### config.mk
export PLATFORM = sky130hd
export DESIGN_NAME = smle_exec
export DESIGN_NICKNAME = d
export VERILOG_FILES = /design/src/smle_pkg.sv /design/src/smle_ptr_step.sv /design/src/smle_exec.sv
export SDC_FILE = /design/constraint.sdc
export NUM_CORES = 1
export LEC_CHECK = 0
export ABC_AREA = 0
export BUFFER_PORTS_ARGS = -buffer_cell sky130_fd_sc_hd__buf_2
export CORE_MARGIN = 1
export CORE_UTILIZATION = 56
export DETAILED_ROUTE_END_ITERATION = 7
export PLACE_DENSITY = 0.94
export SETUP_SLACK_MARGIN = 0.15
export SLEW_MARGIN = 20
export SYNTH_ARGS = -nofsm -noshare
export SYNTH_HDL_FRONTEND = slang
export SYNTH_SLANG_ARGS = --single-unit
export TNS_END_PERCENT = 20
### constraint.sdc
create_clock -name clk_i -period 3.4 [get_ports clk_i]
set_input_delay 0.17 -clock clk_i [delete_from_list [all_inputs] [get_ports clk_i]]
set_output_delay 0.17 -clock clk_i [all_outputs]
set_load 0.01 [all_outputs]
### src/smle_pkg.sv
// smle_pkg: opcodes, field positions, widths and constants for the shift/move/literal executor
// assumes: used by smle_exec and smle_ptr_step; nothing imported, all uses are qualified
package smle_pkg;

	localparam int DATA_W   = 8;
	localparam int ADDR_W   = 7;
	localparam int PTR_W    = 16;
	localparam int BANK_W   = 5;
	localparam int PCH_W    = 7;
	localparam int OFFS_W   = 6;

	// instruction selector presented by the decode stage
	typedef enum logic [2:0] {
		SMLE_OP_NONE      = 3'h0,
		SMLE_OP_LSR       = 3'h1,
		SMLE_OP_MOVE_FILE = 3'h2,
		SMLE_OP_IND_LOAD  = 3'h3,
		SMLE_OP_LOAD_BANK = 3'h4,
		SMLE_OP_LOAD_PCH  = 3'h5,
		SMLE_OP_LOAD_WORK = 3'h6
	} smle_op_e;

	// pointer_mode_code
	localparam logic [1:0] MODE_PRE_INC  = 2'h0;
	localparam logic [1:0] MODE_PRE_DEC  = 2'h1;
	localparam logic [1:0] MODE_POST_INC = 2'h2;
	localparam logic [1:0] MODE_POST_DEC = 2'h3;

	// indirect_window addresses: file addresses that redirect through a pointer
	localparam logic [6:0] IND_WIN0_ADDR = 7'h00;
	localparam logic [6:0] IND_WIN1_ADDR = 7'h01;

	localparam logic       DEST_WORK     = 1'h0;
	localparam logic [7:0] DATA_ZERO     = 8'h00;
	localparam logic [15:0] PTR_ONE      = 16'h0001;
	localparam logic [15:0] PTR_RESET    = 16'h0000;
	localparam logic [4:0] BANK_RESET    = 5'h00;
	localparam logic [6:0] PCH_RESET     = 7'h00;
	localparam logic [4:0] BANK_LIT_MASK = 5'h0F;

	localparam int LSB = 0;
	localparam int MSB = DATA_W - 1;

endpackage

### src/smle_ptr_step.sv
// smle_ptr_step: effective address and written-back value of one file pointer
// assumes: purely combinational, fed by smle_exec on the same clock
`timescale 1ns/1ns
`default_nettype none

module smle_ptr_step (
	input  wire logic [15:0] ptr_i,
	input  wire logic [1:0]  mode_i,
	input  wire logic        rel_i,
	input  wire logic [5:0]  offset_i,
	output logic      [15:0] eff_addr_o,
	output logic      [15:0] next_ptr_o
);

	logic [15:0] ptr_up;
	logic [15:0] ptr_dn;
	logic [15:0] offs_ext;

	always_comb begin
		// 16-bit sums drop the carry, so the pointer wraps both ways
		ptr_up   = ptr_i + smle_pkg::PTR_ONE;
		ptr_dn   = ptr_i - smle_pkg::PTR_ONE;
		offs_ext = {{(smle_pkg::PTR_W - smle_pkg::OFFS_W){offset_i[smle_pkg::OFFS_W - 1]}}, offset_i};
		if (rel_i) begin
			eff_addr_o = ptr_i + offs_ext;
			next_ptr_o = ptr_i;
		end else begin
			unique case (mode_i)
				smle_pkg::MODE_PRE_INC: begin
					eff_addr_o = ptr_up;
					next_ptr_o = ptr_up;
				end
				smle_pkg::MODE_PRE_DEC: begin
					eff_addr_o = ptr_dn;
					next_ptr_o = ptr_dn;
				end
				smle_pkg::MODE_POST_INC: begin
					eff_addr_o = ptr_i;
					next_ptr_o = ptr_up;
				end
				smle_pkg::MODE_POST_DEC: begin
					eff_addr_o = ptr_i;
					next_ptr_o = ptr_dn;
				end
			endcase
		end
	end

endmodule

`default_nettype wire

### src/smle_exec.sv
// smle_exec: executes logical right shift, move file, indirect load and three literal loads
// assumes: decode stage holds op and operands with a one-cycle issue strobe; file memory
// answers a read combinationally in the issue cycle; the core clock runs at 25 MHz
`timescale 1ns/1ns
`default_nettype none

// Function
// - shift right: result 6..0 from file bits 7..1, bit 7 zero, carry gets bit 0
// - destination selector 0 writes working register, 1 writes file register 0..127
// - move file copies value unchanged to destination and updates zero flag
// - indirect load mode code: pre-inc, pre-dec, post-inc, post-dec; result to W, zero
// - relative indirect load uses pointer plus signed offset -32..31, pointer kept
// - pointer ends one higher for increments, one lower for decrements, same for offset
// - indirect window addresses hold no data; accesses go to the pointer's location
// - file pointers are 16 bits and wrap modulo 65536
// - bank-select load stores literal 0..15 in bank select register, no flags changed
// - pc-latch load stores literal bits 6..0 into the upper program-counter latch, bit 7 dropped
// - literal load puts eight-bit literal in W, flags untouched, single cycle
// - pointer steps by indirect access leave all status flags alone
module smle_exec (
	input  wire logic                     clk_i,
	input  wire logic                     rst_i,
	input  wire logic                     issue_i,
	input  wire smle_pkg::smle_op_e       op_i,
	input  wire logic [6:0]               file_addr_i,
	input  wire logic                     dest_sel_i,
	input  wire logic                     ptr_sel_i,
	input  wire logic [1:0]               pointer_mode_code_i,
	input  wire logic                     relative_i,
	input  wire logic [5:0]               offset_i,
	input  wire logic [7:0]               literal_i,
	input  wire logic [7:0]               rd_data_i,
	output logic      [15:0]              rd_addr_o,
	output logic      [15:0]              wr_addr_o,
	output logic      [7:0]               wr_data_o,
	output logic                          wr_en_o,
	output logic      [7:0]               work_reg_o,
	output logic                          carry_o,
	output logic                          zero_o,
	output logic      [15:0]              file_pointer0_o,
	output logic      [15:0]              file_pointer1_o,
	output logic      [4:0]               bank_select_reg_o,
	output logic      [6:0]               pc_high_latch_o,
	output logic                          done_o
);

	// ----------------------------------------------------------------
	// helpers
	// ----------------------------------------------------------------
	function automatic logic is_zero(input logic [7:0] v);
		is_zero = (v == smle_pkg::DATA_ZERO);
	endfunction

	function automatic logic is_window(input logic [6:0] a);
		is_window = (a == smle_pkg::IND_WIN0_ADDR) || (a == smle_pkg::IND_WIN1_ADDR);
	endfunction

	// ----------------------------------------------------------------
	// pointer arithmetic
	// ----------------------------------------------------------------
	logic [15:0] sel_ptr;
	logic [15:0] eff_addr;
	logic [15:0] stepped_ptr;

	assign sel_ptr = ptr_sel_i ? file_pointer1_o : file_pointer0_o;

	smle_ptr_step u_step (
		.ptr_i      (sel_ptr),
		.mode_i     (pointer_mode_code_i),
		.rel_i      (relative_i),
		.offset_i   (offset_i),
		.eff_addr_o (eff_addr),
		.next_ptr_o (stepped_ptr)
	);

	// ----------------------------------------------------------------
	// next-state computation
	// ----------------------------------------------------------------
	logic [15:0] file_addr_ext;
	logic [15:0] direct_addr;
	logic [7:0]  result;
	logic        file_result;

	logic [15:0] next_rd_addr;
	logic [15:0] next_wr_addr;
	logic [7:0]  next_wr_data;
	logic        next_wr_en;
	logic [7:0]  next_work_reg;
	logic        next_carry;
	logic        next_zero;
	logic [15:0] next_ptr0;
	logic [15:0] next_ptr1;
	logic [4:0]  next_bank;
	logic [6:0]  next_pch;
	logic        next_done;

	always_comb begin
		file_addr_ext = {{(smle_pkg::PTR_W - smle_pkg::ADDR_W){1'b0}}, file_addr_i};
		// window addresses are not storage: redirect to the pointer they name
		if (is_window(file_addr_i)) begin
			direct_addr = (file_addr_i == smle_pkg::IND_WIN1_ADDR) ?
				file_pointer1_o : file_pointer0_o;
		end else begin
			direct_addr = file_addr_ext;
		end
		result        = rd_data_i;
		file_result   = 1'b0;
		next_rd_addr  = rd_addr_o;
		next_wr_addr  = wr_addr_o;
		next_wr_data  = wr_data_o;
		next_wr_en    = 1'b0;
		next_work_reg = work_reg_o;
		next_carry    = carry_o;
		next_zero     = zero_o;
		next_ptr0     = file_pointer0_o;
		next_ptr1     = file_pointer1_o;
		next_bank     = bank_select_reg_o;
		next_pch      = pc_high_latch_o;
		next_done     = 1'b0;
		// the read address is only registered into rd_addr_o after the issue edge, this copy is for observation
		if (issue_i) begin
			next_done = 1'b1;
			unique case (op_i)
				smle_pkg::SMLE_OP_LSR: begin
					result      = {1'b0, rd_data_i[smle_pkg::MSB:1]};
					next_carry  = rd_data_i[smle_pkg::LSB];
					next_zero   = is_zero(result);
					file_result = 1'b1;
					next_rd_addr = direct_addr;
				end
				smle_pkg::SMLE_OP_MOVE_FILE: begin
					result      = rd_data_i;
					next_zero   = is_zero(result);
					file_result = 1'b1;
					next_rd_addr = direct_addr;
				end
				smle_pkg::SMLE_OP_IND_LOAD: begin
					next_rd_addr  = eff_addr;
					next_work_reg = rd_data_i;
					next_zero     = is_zero(rd_data_i);
					// pointer step itself touches no flag; zero comes from the data only
					if (ptr_sel_i) begin
						next_ptr1 = stepped_ptr;
					end else begin
						next_ptr0 = stepped_ptr;
					end
				end
				smle_pkg::SMLE_OP_LOAD_BANK: begin
					// high literal bits are dropped: operand range is 0..15
					next_bank = literal_i[4:0] & smle_pkg::BANK_LIT_MASK;
				end
				smle_pkg::SMLE_OP_LOAD_PCH: begin
					next_pch = literal_i[6:0];
				end
				smle_pkg::SMLE_OP_LOAD_WORK: begin
					next_work_reg = literal_i;
				end
				default: begin
					next_done = 1'b0;
				end
			endcase
			if (file_result) begin
				if (dest_sel_i == smle_pkg::DEST_WORK) begin
					next_work_reg = result;
				end else begin
					next_wr_en   = 1'b1;
					next_wr_addr = direct_addr;
					next_wr_data = result;
				end
			end
		end
	end

	// ----------------------------------------------------------------
	// registers
	// ----------------------------------------------------------------
	always_ff @(posedge clk_i) begin
		if (rst_i) begin
			rd_addr_o         <= smle_pkg::PTR_RESET;
			wr_addr_o         <= smle_pkg::PTR_RESET;
			wr_data_o         <= smle_pkg::DATA_ZERO;
			wr_en_o           <= 1'b0;
			work_reg_o        <= smle_pkg::DATA_ZERO;
			carry_o           <= 1'b0;
			zero_o            <= 1'b0;
			file_pointer0_o   <= smle_pkg::PTR_RESET;
			file_pointer1_o   <= smle_pkg::PTR_RESET;
			bank_select_reg_o <= smle_pkg::BANK_RESET;
			pc_high_latch_o   <= smle_pkg::PCH_RESET;
			done_o            <= 1'b0;
		end else begin
			rd_addr_o         <= next_rd_addr;
			wr_addr_o         <= next_wr_addr;
			wr_data_o         <= next_wr_data;
			wr_en_o           <= next_wr_en;
			work_reg_o        <= next_work_reg;
			carry_o           <= next_carry;
			zero_o            <= next_zero;
			file_pointer0_o   <= next_ptr0;
			file_pointer1_o   <= next_ptr1;
			bank_select_reg_o <= next_bank;
			pc_high_latch_o   <= next_pch;
			done_o            <= next_done;
		end
	end

endmodule

`default_nettype wire

---- Word level (Yosys, flattened, before mapping) ----
Cells that the tools add are included.
W data, S select, Z words.
cells by class
  add/sub/neg operators ................... 3
  multipliers ............................. 0
  div/mod/pow operators ................... 0
  magnitude comparators ................... 0
  equality and inequality tests ........... 10
  shift-type cells ........................ 0
  multiplexer cells ....................... 17
  bitwise operators ....................... 3
  reduce and logical (&&, ||, !) cells .... 23
operator list
  operator                 number
  $mux W16                 5
  $pmux W16 S2             2
  $pmux W16 S3             1
  $mux W8                  3
  $add A16 B1 Y16 const B  1
  $add A16 B16 Y16         1
  $pmux W8 S2              1
  $sub A16 B1 Y16 const B  1
  $logic_not A7 Y1         2
  $reduce_or A2 Y1         6
  $reduce_and A2 Y1        5
  $eq A3 B3 Y1 const B     3
  $reduce_and A3 Y1        3
  $logic_not A8 Y1         1
  $eq A7 B1 Y1 const B     1
  $eq A3 B2 Y1 const B     2
  $reduce_or A6 Y1         1
  $eq A2 B2 Y1 const B     2
  $mux W1                  4
  $reduce_bool A2 Y1       2
  $eq A3 B1 Y1 const B     1
  $not A1 Y1               3
  $reduce_or A3 Y1         1
  $eq A2 B1 Y1 const B     1
  3 further kinds          3
word-level totals
  register bits ........................... 95
  latch bits .............................. 0
  memory bits (writable) .................. 0
  memory bits (read-only) ................. 0
  logic and storage cells ................. 68
  memories ................................ 0

---- Depth between registers and ports, before layout ----
Gate-level depths: netlist (run 1).
  depth after elaboration ................. 6
  depth in mapped cells ................... 14

---- Cells and area by module ----
A second synthesis (run 1) with hierarchy kept.
unflattened totals
  cell total of the unflattened synthesis .. 761
  area, all modules ....................... 6042.0 um^2
modules (own cells, without submodules)
  module         instances  cells each  area each (um^2)  seq. area each (um^2)
  smle_exec      1          514         4416.7            1901.8
  smle_ptr_step  1          247         1625.3            0.0

---- Worst setup path after synthesis (run 1) ----
No wires, ideal clock.
  path type ............................... input to register
  start point ............................. input port ptr_sel_i
  end point ............................... register rd_addr_o[12]
  arrival ................................. 2.899 ns
  required time ........................... 3.321 ns
  setup slack ............................. 0.421 ns
  cell stages on the path ................. 14
  buffers on the path ..................... 4
  cells stage by stage .................... buf_6 -> buf_8 -> buf_4 -> buf_2 -> mux2i_1 -> inv_1 -> ha_1 -> or2_2 -> or3_1 -> o211ai_1 -> a21boi_0 -> o21a_1 -> o32a_1 -> a211oi_2
on the way
  longest elaborated chain between the ends .. 5
RTL lines
  item                                                RTL line                                  source
  start: declaration                                  smle_exec.sv:27                           input wire logic ptr_sel_i,
  $mux W16 (*)                                        smle_exec.sv:65                           assign sel_ptr = ptr_sel_i ? file_pointer1_o : file_pointer0_o;
  $sub A16 B1 Y16 or $add A16 B1 Y16 (tied branches)  smle_ptr_step.sv:22, smle_ptr_step.sv:21
  $pmux W16 S3                                        smle_ptr_step.sv:28                       unique case (mode_i)
  $mux W16 (*)                                        smle_ptr_step.sv:24                       if (rel_i) begin
  $pmux W16 S2 (*)                                    smle_exec.sv:123                          unique case (op_i)
  end signal: assignment                              smle_exec.sv:179                          rd_addr_o <= smle_pkg::PTR_RESET;
  end signal: assignment                              smle_exec.sv:192                          rd_addr_o <= next_rd_addr;
  end: declaration                                    smle_exec.sv:33                           output logic [15:0] rd_addr_o,
Mark *: on every way between the ends. The rest lies on a longest branch, timed or not.
A chain may end at the register's enable or synchronous reset.

---- Worst setup path after layout (run 1) ----
  start point ............................. register file_pointer0_o[0]
  end point ............................... register rd_addr_o[12]
on the way
  longest elaborated chain between the ends .. 5
RTL lines
  item                                                RTL line                                  source
  start: declaration                                  smle_exec.sv:40                           output logic [15:0] file_pointer0_o,
  start signal: assignment                            smle_exec.sv:186                          file_pointer0_o <= smle_pkg::PTR_RESET;
  start signal: assignment                            smle_exec.sv:199                          file_pointer0_o <= next_ptr0;
  $mux W16 (*)                                        smle_exec.sv:65
  $sub A16 B1 Y16 or $add A16 B1 Y16 (tied branches)  smle_ptr_step.sv:22, smle_ptr_step.sv:21
  $pmux W16 S3                                        smle_ptr_step.sv:28
  $mux W16 (*)                                        smle_ptr_step.sv:24
  $pmux W16 S2 (*)                                    smle_exec.sv:123
Marks and branches as above.

==> reports/results.tsv, run 1 <==
metric	value	unit
viasPerCell	6.32	
highest_layer	met4	
finalHoldViolCount	0	
synth-edff-count	0	
die-area	11600	um^2
grt-ovfl-total	0	
max-vdd-ir-drop	201	uV
finalSetupViolations	0	
std_cell_rows	38	
cpMostUsedCell	inv_1	
gp_congestion	0.983	
syn_avg_cell_area	8.15	um^2
crit_type	flip-flop to flip-flop	
cts_buffers	9	
synth_top_family_by_area	compound AO/OA/AOI/OAI gates	
cts_sinks	95	
grt_pass1_wl	30200	um
cp.required	3.71	ns
drt_iter0_drc	660	
synth.top_cell.area_share	30.3	%
area_growth	15.0	%
first_global_vias	5866	
tns	0	ns
dr.pass1.iters	5	
syn_area	6270	um^2
worstSkewPairLatency	0.39	ns
worstPathMaxFanout	6	
synth_ff_type	dfxtp_1	
dp_hpwl	14000	um
critPathArrivalTime	3.10	ns
synth_fa_ha_area_share	3.71	%
async_flop_share	0	%
grt_max_degree	90	
drive_above_1_share	23.4	%
synth.most_common_cell	nor2_1	
htreeDepth	3	
slew_headroom	23.6	%
yosysSeqAreaShare	30.3	%
outcome	completed	
min_period_over_period	82.3	%
fillers	888	
max_freq	357	MHz
yosysWarnings	0	
start_util	57.6	%
cp_cell_sequence	mux2i_1 -> inv_1 -> ha_1 -> inv_1 -> fa_1 -> nor2b_1 -> o31a_1 -> o211ai_1 -> a21boi_0 -> nor3_1 -> o32a_1 -> a211oi_2	
insertedDiodeCount	0	
clock-root-buffer	clkbuf_8	
synth_mux_area_share	10.2	%
critPathSlowestCell	dfxtp_2	
p_leak	3.34	nW
wl_met1	8210	um
ios	136	
vias	6467	
antenna_found_initial	0	
netlist-cell-type-count	85	
crit_path_max_incr_delay	0.43	ns
pwr_density_cell	325	nW/um^2
synthXorXnorAreaFrac	5.59	%
track_usage	33.5	%
syn-num-nets	827	
drv_cap	0	
synthTopCellsByCount	nor2_1, dfxtp_1, nand2_1, a21oi_1, mux2i_1	
yosys.area_share.simple	22.2	%
multi_input_area	4060	um^2
synth_cells	769	
die_y	108	um
clkSlewWorstSetupHoldPaths	0.10	ns
cts.path.max_buffers	2	
met3WireLength	1580	um
synth-compound-area-share	23.0	%
synth_area_leaders	dfxtp_1, mux2i_1, nor2_1	
cts_tree	done	
seqCellArea	1900	um^2
drt-wirelength-per-cell	18.9	um
place_inst	1007	
drt_wl_total	19300	um
numPortBuffers	134	
core_area	10900	um^2
startpoint_type	flip-flop	
slew_viol_final	0	
hold_class	input pin to flip-flop	
synth_area_leader_cell	dfxtp_1	
ctsHoldBuffers	0	
finalNetCount	936	
dr_wl_met2	8580	um
yosys_register_bits	95	
tightest_slew	1.14	ns
rsz0062_at_grt	no	
antenna_left	0	
drc	0	
min_period	2.80	ns
clock_skew	0.0149	ns
cp-end-kind	flip-flop	
fp.dieW	108	um
final_util	66.2	%
layoutNonFillerInstCount	1023	
[where the power goes]
| part | internal (W) | total, W | switching, W |
|---|---|---|---|
| logic | 0.000147 | 0.000389 | 0.000242 |
| registers | 0.00114 | 0.00116 | 0.0000175 |
| clock network | 0.000352 | 0.000799 | 0.000446 |
| total | 0.00164 | 0.00234 | 0.000705 |
[cell families (layout without fill, tap and decap cells)]
logic type | Yosys count | after routing
multiplexers | 62 | 62
other | 1 | 1
adder cells (fa/ha/maj) | 18 | 18
AO/OA/AOI/OAI | 205 | 205
flip-flops | 95 | 95
XOR/XNOR | 40 | 40
buffers and inverters | 71 | 185
AND/OR/NAND/NOR | 277 | 277
[worst paths after layout]
check,from,end,slack [ns],cells after the start
worst max-delay path,file_pointer0_o[0],rd_addr_o[12],0.60,12
worst min-delay path,literal_i[4],pc_high_latch_o[4],0.05,3
worst max register to register,file_pointer0_o[0],rd_addr_o[12],0.60,12
worst min register to register,wr_addr_o[11],wr_addr_o[11],0.46,2
[layout by cell type (no fill, tap or decap), types with 3 or more instances in the layout]
cell	n
buf_2	134
a22o_1	14
buf_4	13
a22oi_1	8
nand3_1	23
dfxtp_1	93
nor4b_1	3
o31ai_1	4
nor4_1	8
inv_1	20
nand2_1	70
or2_2	3
clkbuf_8	9
o22ai_1	4
mux2_2	11
nand3_2	3
a211oi_1	16
ha_1	17
or3_1	9
a21o_1	5
nor2b_1	7
nor3_1	15
xnor2_1	26
nand4_1	5
mux2i_1	49
a31oi_1	7
o21ai_0	26
nor3b_1	3
o211ai_1	10
and3_1	3
a21oi_1	65
nand3b_1	4
nor2_1	102
xor2_1	14
a32oi_1	3
o21a_1	6
[area by class of cell]
| cell class | count | area share, % |
|---|---|---|
| clock buffer | 10 | 1.77 |
| clock inverter | 6 | 1.04 |
| inverter | 21 | 1.09 |
| multi-input combinational | 603 | 56.3 |
| sequential | 95 | 26.4 |
| tap | 140 | 2.43 |
| timing repair buffer | 148 | 10.9 |
[sequential cells by signal, summed over array words and instances (netlist names)]
| register | count |
|---|---|
| rd_addr_o | 16 |
| bank_select_reg_o | 4 |
| file_pointer1_o | 16 |
| wr_addr_o | 16 |
| file_pointer0_o | 16 |
| pc_high_latch_o | 7 |
| zero_o | 1 |
| done_o | 1 |
| wr_en_o | 1 |
| wr_data_o | 8 |
| work_reg_o | 8 |
| carry_o | 1 |
[worst max-delay path, delay by kind of cell (launching register included)]
| kind | cells | cell delay (ns) |
|---|---|---|
| mux | 1 | 0.14 |
| compound gates | 5 | 1.18 |
| fa+ha+maj | 2 | 0.56 |
| buf+inv | 2 | 0.17 |
| simple gates | 2 | 0.25 |
| flops | 1 | 0.43 |
[metrics by stage]
step	worst slack (ns)	cell area, um^2	hold WS, ns	power [W]
after floorplan	0.421	6270	0.314	0.00144
after global placement	0.473	7000	0.424	0.00155
after detailed placement	0.445	7000	0.448	0.00156
after CTS	0.520	7210	0.0407	0.00233
after global routing	0.271	7210	0.0456	0.00241
final	0.603	7210	0.0468	0.00234
[repair_timing]
action	CTS	global route
endpoints found under the setup margin	0	1
setup buffers	0	0
resized for setup	0	2
[layer usage]
| layer | vias to the layer above | global-route usage (%) |
|---|---|---|
| met4 | 0 | 19.7 |
| met3 | 81 | 4.12 |
| met5 | - | 0 |
| li1 | 2998 | - |
| met2 | 350 | 50.9 |
| met1 | 3038 | 45.4 |
No activity file was read; power rests on OpenSTA's default activity.
==> run 2: changes to the inputs <==
--- a/config.mk
+++ b/config.mk
@@ -8,9 +8,9 @@
 export ABC_AREA = 0
 export BUFFER_PORTS_ARGS = -buffer_cell sky130_fd_sc_hd__buf_2
 export CORE_MARGIN = 1
-export CORE_UTILIZATION = 56
+export CORE_UTILIZATION = 50
 export DETAILED_ROUTE_END_ITERATION = 7
-export PLACE_DENSITY = 0.94
+export PLACE_DENSITY = 0.89
 export SETUP_SLACK_MARGIN = 0.15
 export SLEW_MARGIN = 20
 export SYNTH_ARGS = -nofsm -noshare
==> constraint.sdc (replaced) <==
create_clock -name clk_i -period 2.3 [get_ports clk_i]
set_input_delay 0.115 -clock clk_i [delete_from_list [all_inputs] [get_ports clk_i]]
set_output_delay 0.115 -clock clk_i [all_outputs]
set_load 0.01 [all_outputs]
==> reports/results.tsv, run 2 (synthesized netlist as in run 1, its figures left out) <==
metric	value	unit	change
slew_viol_final	0		unchanged
clkSlewWorstSetupHoldPaths	0.08	ns	-0.02 ns
viasPerCell	6.53		+3.3%
seqCellArea	1910	um^2	+0.46%
cts.path.max_buffers	2		unchanged
place_inst	1134		+13%
grt-ovfl-total	0		unchanged
drt_wl_total	25800	um	+34%
start_util	51.8	%	-5.8 points
multi_input_area	4410	um^2	+8.5%
hold_class	input pin to flip-flop		
numPortBuffers	134		unchanged
final_common_cell	buf_2		
tightest_slew	0.828	ns	-0.307 ns
cts_tree	done		
track_usage	37.2	%	+3.7 points
holdWs	0.0204	ns	-0.0264 ns
grt_pass1_wl	37200	um	+23%
die_y	114	um	+5.7%
worstPathMaxFanout	5		-1
first_global_vias	6983		+19%
dp_hpwl	15800	um	+13%
std_cell_rows	40		+5.3%
outcome	finished with violations		
layout_setup_ws	-0.332	ns	-0.934 ns
pwr_density_cell	460	nW/um^2	+42%
combPwrFrac	18.1	%	+1.5 points
gp_congestion	1.01		+2.3%
worstSkewPairLatency	0.37	ns	-0.02 ns
drt-wirelength-per-cell	22.2	um	+18%
min_period_over_period	114	%	+32 points
cts_sinks	95		unchanged
core_area	12100	um^2	+11%
antenna_found_initial	1		+1
slew_headroom	44.4	%	+21 points
drc	0		unchanged
intPower	0.00275	W	+68%
violations	negative setup slack		
fillers	832		-6.3%
drv_cap	0		unchanged
cp-end-kind	flip-flop		
dr.pass1.iters	7		+2
power_frac_seq	43.4	%	-5.9 points
fp.dieW	114	um	+5.7%
clock-root-buffer	clkbuf_16		
finalHoldViolCount	0		unchanged
drive_above_1_share	37.4	%	+14 points
max-vdd-ir-drop	366	uV	+82%
insertedDiodeCount	0		unchanged
switching_power	0.00119	W	+68%
area_growth	36.2	%	
p_leak	4.00	nW	+20%
layout_common_cells	buf_2, buf_4, nor2_1		
cp.required	2.59	ns	-1.12 ns
critPathArrivalTime	2.92	ns	-0.18 ns
startpoint_type	flip-flop		
clock_skew	0.0173	ns	+0.00239 ns
htreeDepth	3		unchanged
switching_share	30.1	%	+0.041 points
cts_buffers	9		unchanged
layoutNonFillerInstCount	1161		+13%
grt_max_degree	90		unchanged
vias	7584		+17%
finalSetupViolations	14		+14
drt_iter0_drc	1351		+100%
crit_type	flip-flop to flip-flop		
finalNetCount	1046		+12%
p_clk_share	38.5	%	+4.4 points
min_period	2.63	ns	-0.166 ns
ios	136		unchanged
rsz0062_at_grt	yes		
antenna_left	0		unchanged
max_freq	380	MHz	+6.3%
die-area	13000	um^2	+12%
## run 2: changes by cell type in the layout (fill, tap and decap cells not counted), moves of 6 or more
cell	change
o21ai_0	-6
clkbuf_8	-8
clkbuf_16	+9
ha_4	+6
buf_4	+108
ha_1	-11
## run 2: metal layers
metal / routed length (um) / up-vias / track usage [%]
li1: - / 3228 / -
met1: 9050 / 3412 / 45.3
met2: 11100 / 700 / 58.3
met3: 3470 / 242 / 9.30
met4: 2170 / 2 / 24.0
met5: 9 / - / 0
## run 2: cell type report
type | count | share of cell area [%]
Multi-Input combinational cell | 603 | 51.6
Sequential cell | 95 | 22.4
Timing Repair Buffer | 258 | 19.2
Clock buffer | 10 | 2.80
Tap cell | 168 | 2.46
Inverter | 21 | 0.923
Clock inverter | 6 | 0.645
## run 2: stage by stage
step	instance area [um^2]	utilization, %	power [W]	TNS [ns]	setup WS, ns
2_1_floorplan	6310	-	0.00213	-1.58	-0.357
3_3_place_gp	7820	64.6	0.00235	-2.40	-0.288
3_5_place_dp	7820	64.6	0.00237	-4.14	-0.430
4_1_cts	8380	69.2	0.00385	-0.340	-0.163
5_1_grt	8540	70.5	0.00402	-3.23	-0.467
6_report	8540	70.5	0.00393	-1.82	-0.332
## run 2: worst paths after layout
| check | from | endpoint | slack (ns) | depth (start not counted) |
|---|---|---|---|---|
| max | file_pointer1_o[0] | rd_addr_o[12] | -0.33 | 12 |
| min | literal_i[5] | pc_high_latch_o[5] | 0.02 | 3 |
| max reg2reg | file_pointer1_o[0] | rd_addr_o[12] | -0.33 | 12 |
| min reg2reg | wr_addr_o[9] | wr_addr_o[9] | 0.47 | 2 |
## run 2: what timing repair did
action / in CTS / in global routing
gates resized for setup: 47 / 26
hold buffers: 0 / 0
endpoints found under the setup margin: 22 / 29
pin swaps: 23 / 19
buffers inserted: 5 / 6
## run 2: critical path, stage by stage, from the launching register on
cell	delay, ns
dfxtp_2	0.33
mux2i_1	0.19
inv_1	0.10
ha_2	0.19
inv_2	0.06
fa_2	0.22
nor2b_2	0.06
o31a_1	0.33
o211ai_1	0.26
a21boi_1	0.13
o21a_1	0.18
o32a_1	0.34
a211oi_2	0.18
## run 2: power groups by stage
stage | Sequential (W) | Clock (W) | Combinational, W
final | 0.00171 | 0.00151 | 0.000711
after global routing | 0.00171 | 0.00157 | 0.000749
after CTS | 0.00171 | 0.00149 | 0.000654
after detailed placement | 0.00174 | 0 | 0.000624
after global placement | 0.00174 | 0 | 0.000612
after floorplan | 0.00176 | 0 | 0.000371
==> run 3: changes to the inputs <==
--- a/config.mk
+++ b/config.mk
@@ -6,10 +6,11 @@
 export NUM_CORES = 1
 export LEC_CHECK = 0
 export ABC_AREA = 0
-export BUFFER_PORTS_ARGS = -buffer_cell sky130_fd_sc_hd__buf_2
+export BUFFER_PORTS_ARGS = -buffer_cell sky130_fd_sc_hd__buf_4
 export CORE_MARGIN = 1
 export CORE_UTILIZATION = 50
 export DETAILED_ROUTE_END_ITERATION = 7
+export GPL_TIMING_DRIVEN = 1
 export PLACE_DENSITY = 0.89
 export SETUP_SLACK_MARGIN = 0.15
 export SLEW_MARGIN = 20
==> reports/results.tsv, run 3 (synthesized netlist as in run 1, its figures left out) <==
metric	value	unit	change
p_leak	3.93	nW	-1.7%
hold_class	input pin to flip-flop		
die_y	114	um	unchanged
cts_sinks	95		unchanged
grt-ovfl-total	0		unchanged
start_util	51.8	%	unchanged
layout_common_cells	buf_4, nor2_1, dfxtp_1		
drc	0		unchanged
clock_skew	0.0103	ns	-0.00696 ns
rsz0062_at_grt	yes		
insertedDiodeCount	0		unchanged
drt_iter0_drc	931		-31%
vias	7380		-2.7%
ios	136		unchanged
cp.required	2.57	ns	-0.02 ns
area_growth	40.2	%	
numPortBuffers	134		unchanged
fp.dieW	114	um	unchanged
dp_hpwl	16100	um	+1.8%
std_cell_rows	40		unchanged
core_area	12100	um^2	unchanged
slew_headroom	52.7	%	+8.3 points
max_freq	403	MHz	+6.0%
drv_cap	0		unchanged
drt_wl_total	24100	um	-6.9%
finalHoldViolCount	2		+2
startpoint_type	flip-flop		
worstSkewPairLatency	0.37	ns	about the same
layout_setup_ws	-0.182	ns	+0.150 ns
htreeDepth	3		unchanged
holdWs	-0.00775	ns	-0.0281 ns
min_period_over_period	108	%	-6.5 points
final_common_cell	buf_4		
antenna_left	0		unchanged
drive_above_1_share	37.3	%	-0.040 points
grt_max_degree	60		-33%
clock-root-buffer	clkbuf_16		
crit_type	flip-flop to flip-flop		
worstPathMaxFanout	3		-2
drt-wirelength-per-cell	21.0	um	-5.6%
gp_congestion	0.975		-3.0%
antenna_found_initial	0		-1
dr.pass1.iters	5		-2
die-area	13000	um^2	unchanged
fillers	836		+0.48%
grt_pass1_wl	34200	um	-8.0%
clkSlewWorstSetupHoldPaths	0.08	ns	about the same
cts_buffers	9		unchanged
finalSetupViolations	9		-5
cts.path.max_buffers	2		unchanged
seqCellArea	1920	um^2	+0.13%
ctsHoldBuffers	0		unchanged
multi_input_area	4430	um^2	+0.43%
min_period	2.48	ns	-0.150 ns
cp-end-kind	flip-flop		
outcome	finished with violations		
final_util	72.6	%	+2.1 points
final_area	8790	um^2	+2.9%
finalNetCount	1031		-1.4%
violations	negative hold slack, negative setup slack		
pwr_density_cell	465	nW/um^2	+1.1%
total_power	0.00409	W	+4.1%
tns	-0.813	ns	+1.01 ns
track_usage	34.1	%	-3.0 points
viasPerCell	6.44		-1.4%
max-vdd-ir-drop	309	uV	-16%
critPathArrivalTime	2.75	ns	-0.17 ns
cts_tree	done		
tightest_slew	0.704	ns	-0.124 ns
slew_viol_final	0		unchanged
placed_area	8030	um^2	+2.6%
first_global_vias	6545		-6.3%
run 3: changes by cell type in the layout (fill, tap and decap cells not counted), moves of 3 or more:
cell     delta
mux2i_1     -3
buf_4     +118
o21ai_2     -3
inv_1       -4
dfxtp_1     -4
dfxtp_2     +5
mux2i_4     +3
a21oi_1     -3
buf_2     -133
a21oi_2     +4
inv_2       +4
run 3: timing repair:
item | CTS | global route
gates resized for setup | 18 | 66
setup buffers | 3 | 7
pin swaps | 7 | 22
endpoints found under the setup margin | 21 | 29
run 3: path summary, 6_finish.rpt:
kind / startpoint / to / slack (ns) / cells after the start
worst max register to register: file_pointer0_o[0] / rd_addr_o[6] / -0.18 / 13
worst min register to register: wr_addr_o[10] / wr_addr_o[10] / 0.46 / 2
worst max-delay path: file_pointer0_o[0] / rd_addr_o[6] / -0.18 / 13
worst min-delay path: literal_i[6] / pc_high_latch_o[6] / -0.008 / 3
run 3: area by class of cell:
class                           instances  share of cell area (%)
Tap cell                              168                    2.39
Clock buffer                           11                    2.88
Timing Repair Buffer                  243                    20.9
Clock inverter                          5                   0.769
Inverter                               21                   0.897
Sequential cell                        95                    21.8
Multi-Input combinational cell        603                    50.3
run 3: where the power goes:
part	switching [W]	internal [W]
Clock	0.000733	0.000923
Combinational	0.000412	0.000315
Sequential	0.0000273	0.00168
Total	0.00117	0.00292
run 3: worst max-delay path, stage by stage (launching register included):
cell and delay, ns:
dfxtp_2 0.35, mux2i_4 0.17, inv_2 0.09, ha_4 0.17, inv_2 0.05, fa_2 0.20, nor2b_2 0.05, o31a_1 0.29
buf_4 0.16, o21a_1 0.17, nor2_1 0.11, xnor2_1 0.08, a211o_1 0.28, a32o_1 0.20
run 3: metrics by stage:
step	std cells	setup WS [ns]
after floorplan	769	-0.357
after global placement	1120	-0.232
after detailed placement	1120	-0.394
after CTS	1139	-0.180
after global routing	1146	-0.303
final	1146	-0.182
run 3: layer usage:
metal  track usage (%)  wire, um
met4              19.6      1470
met2              54.1     10800
met5                 0         0
met1              44.2      9150
met3              5.10      2610
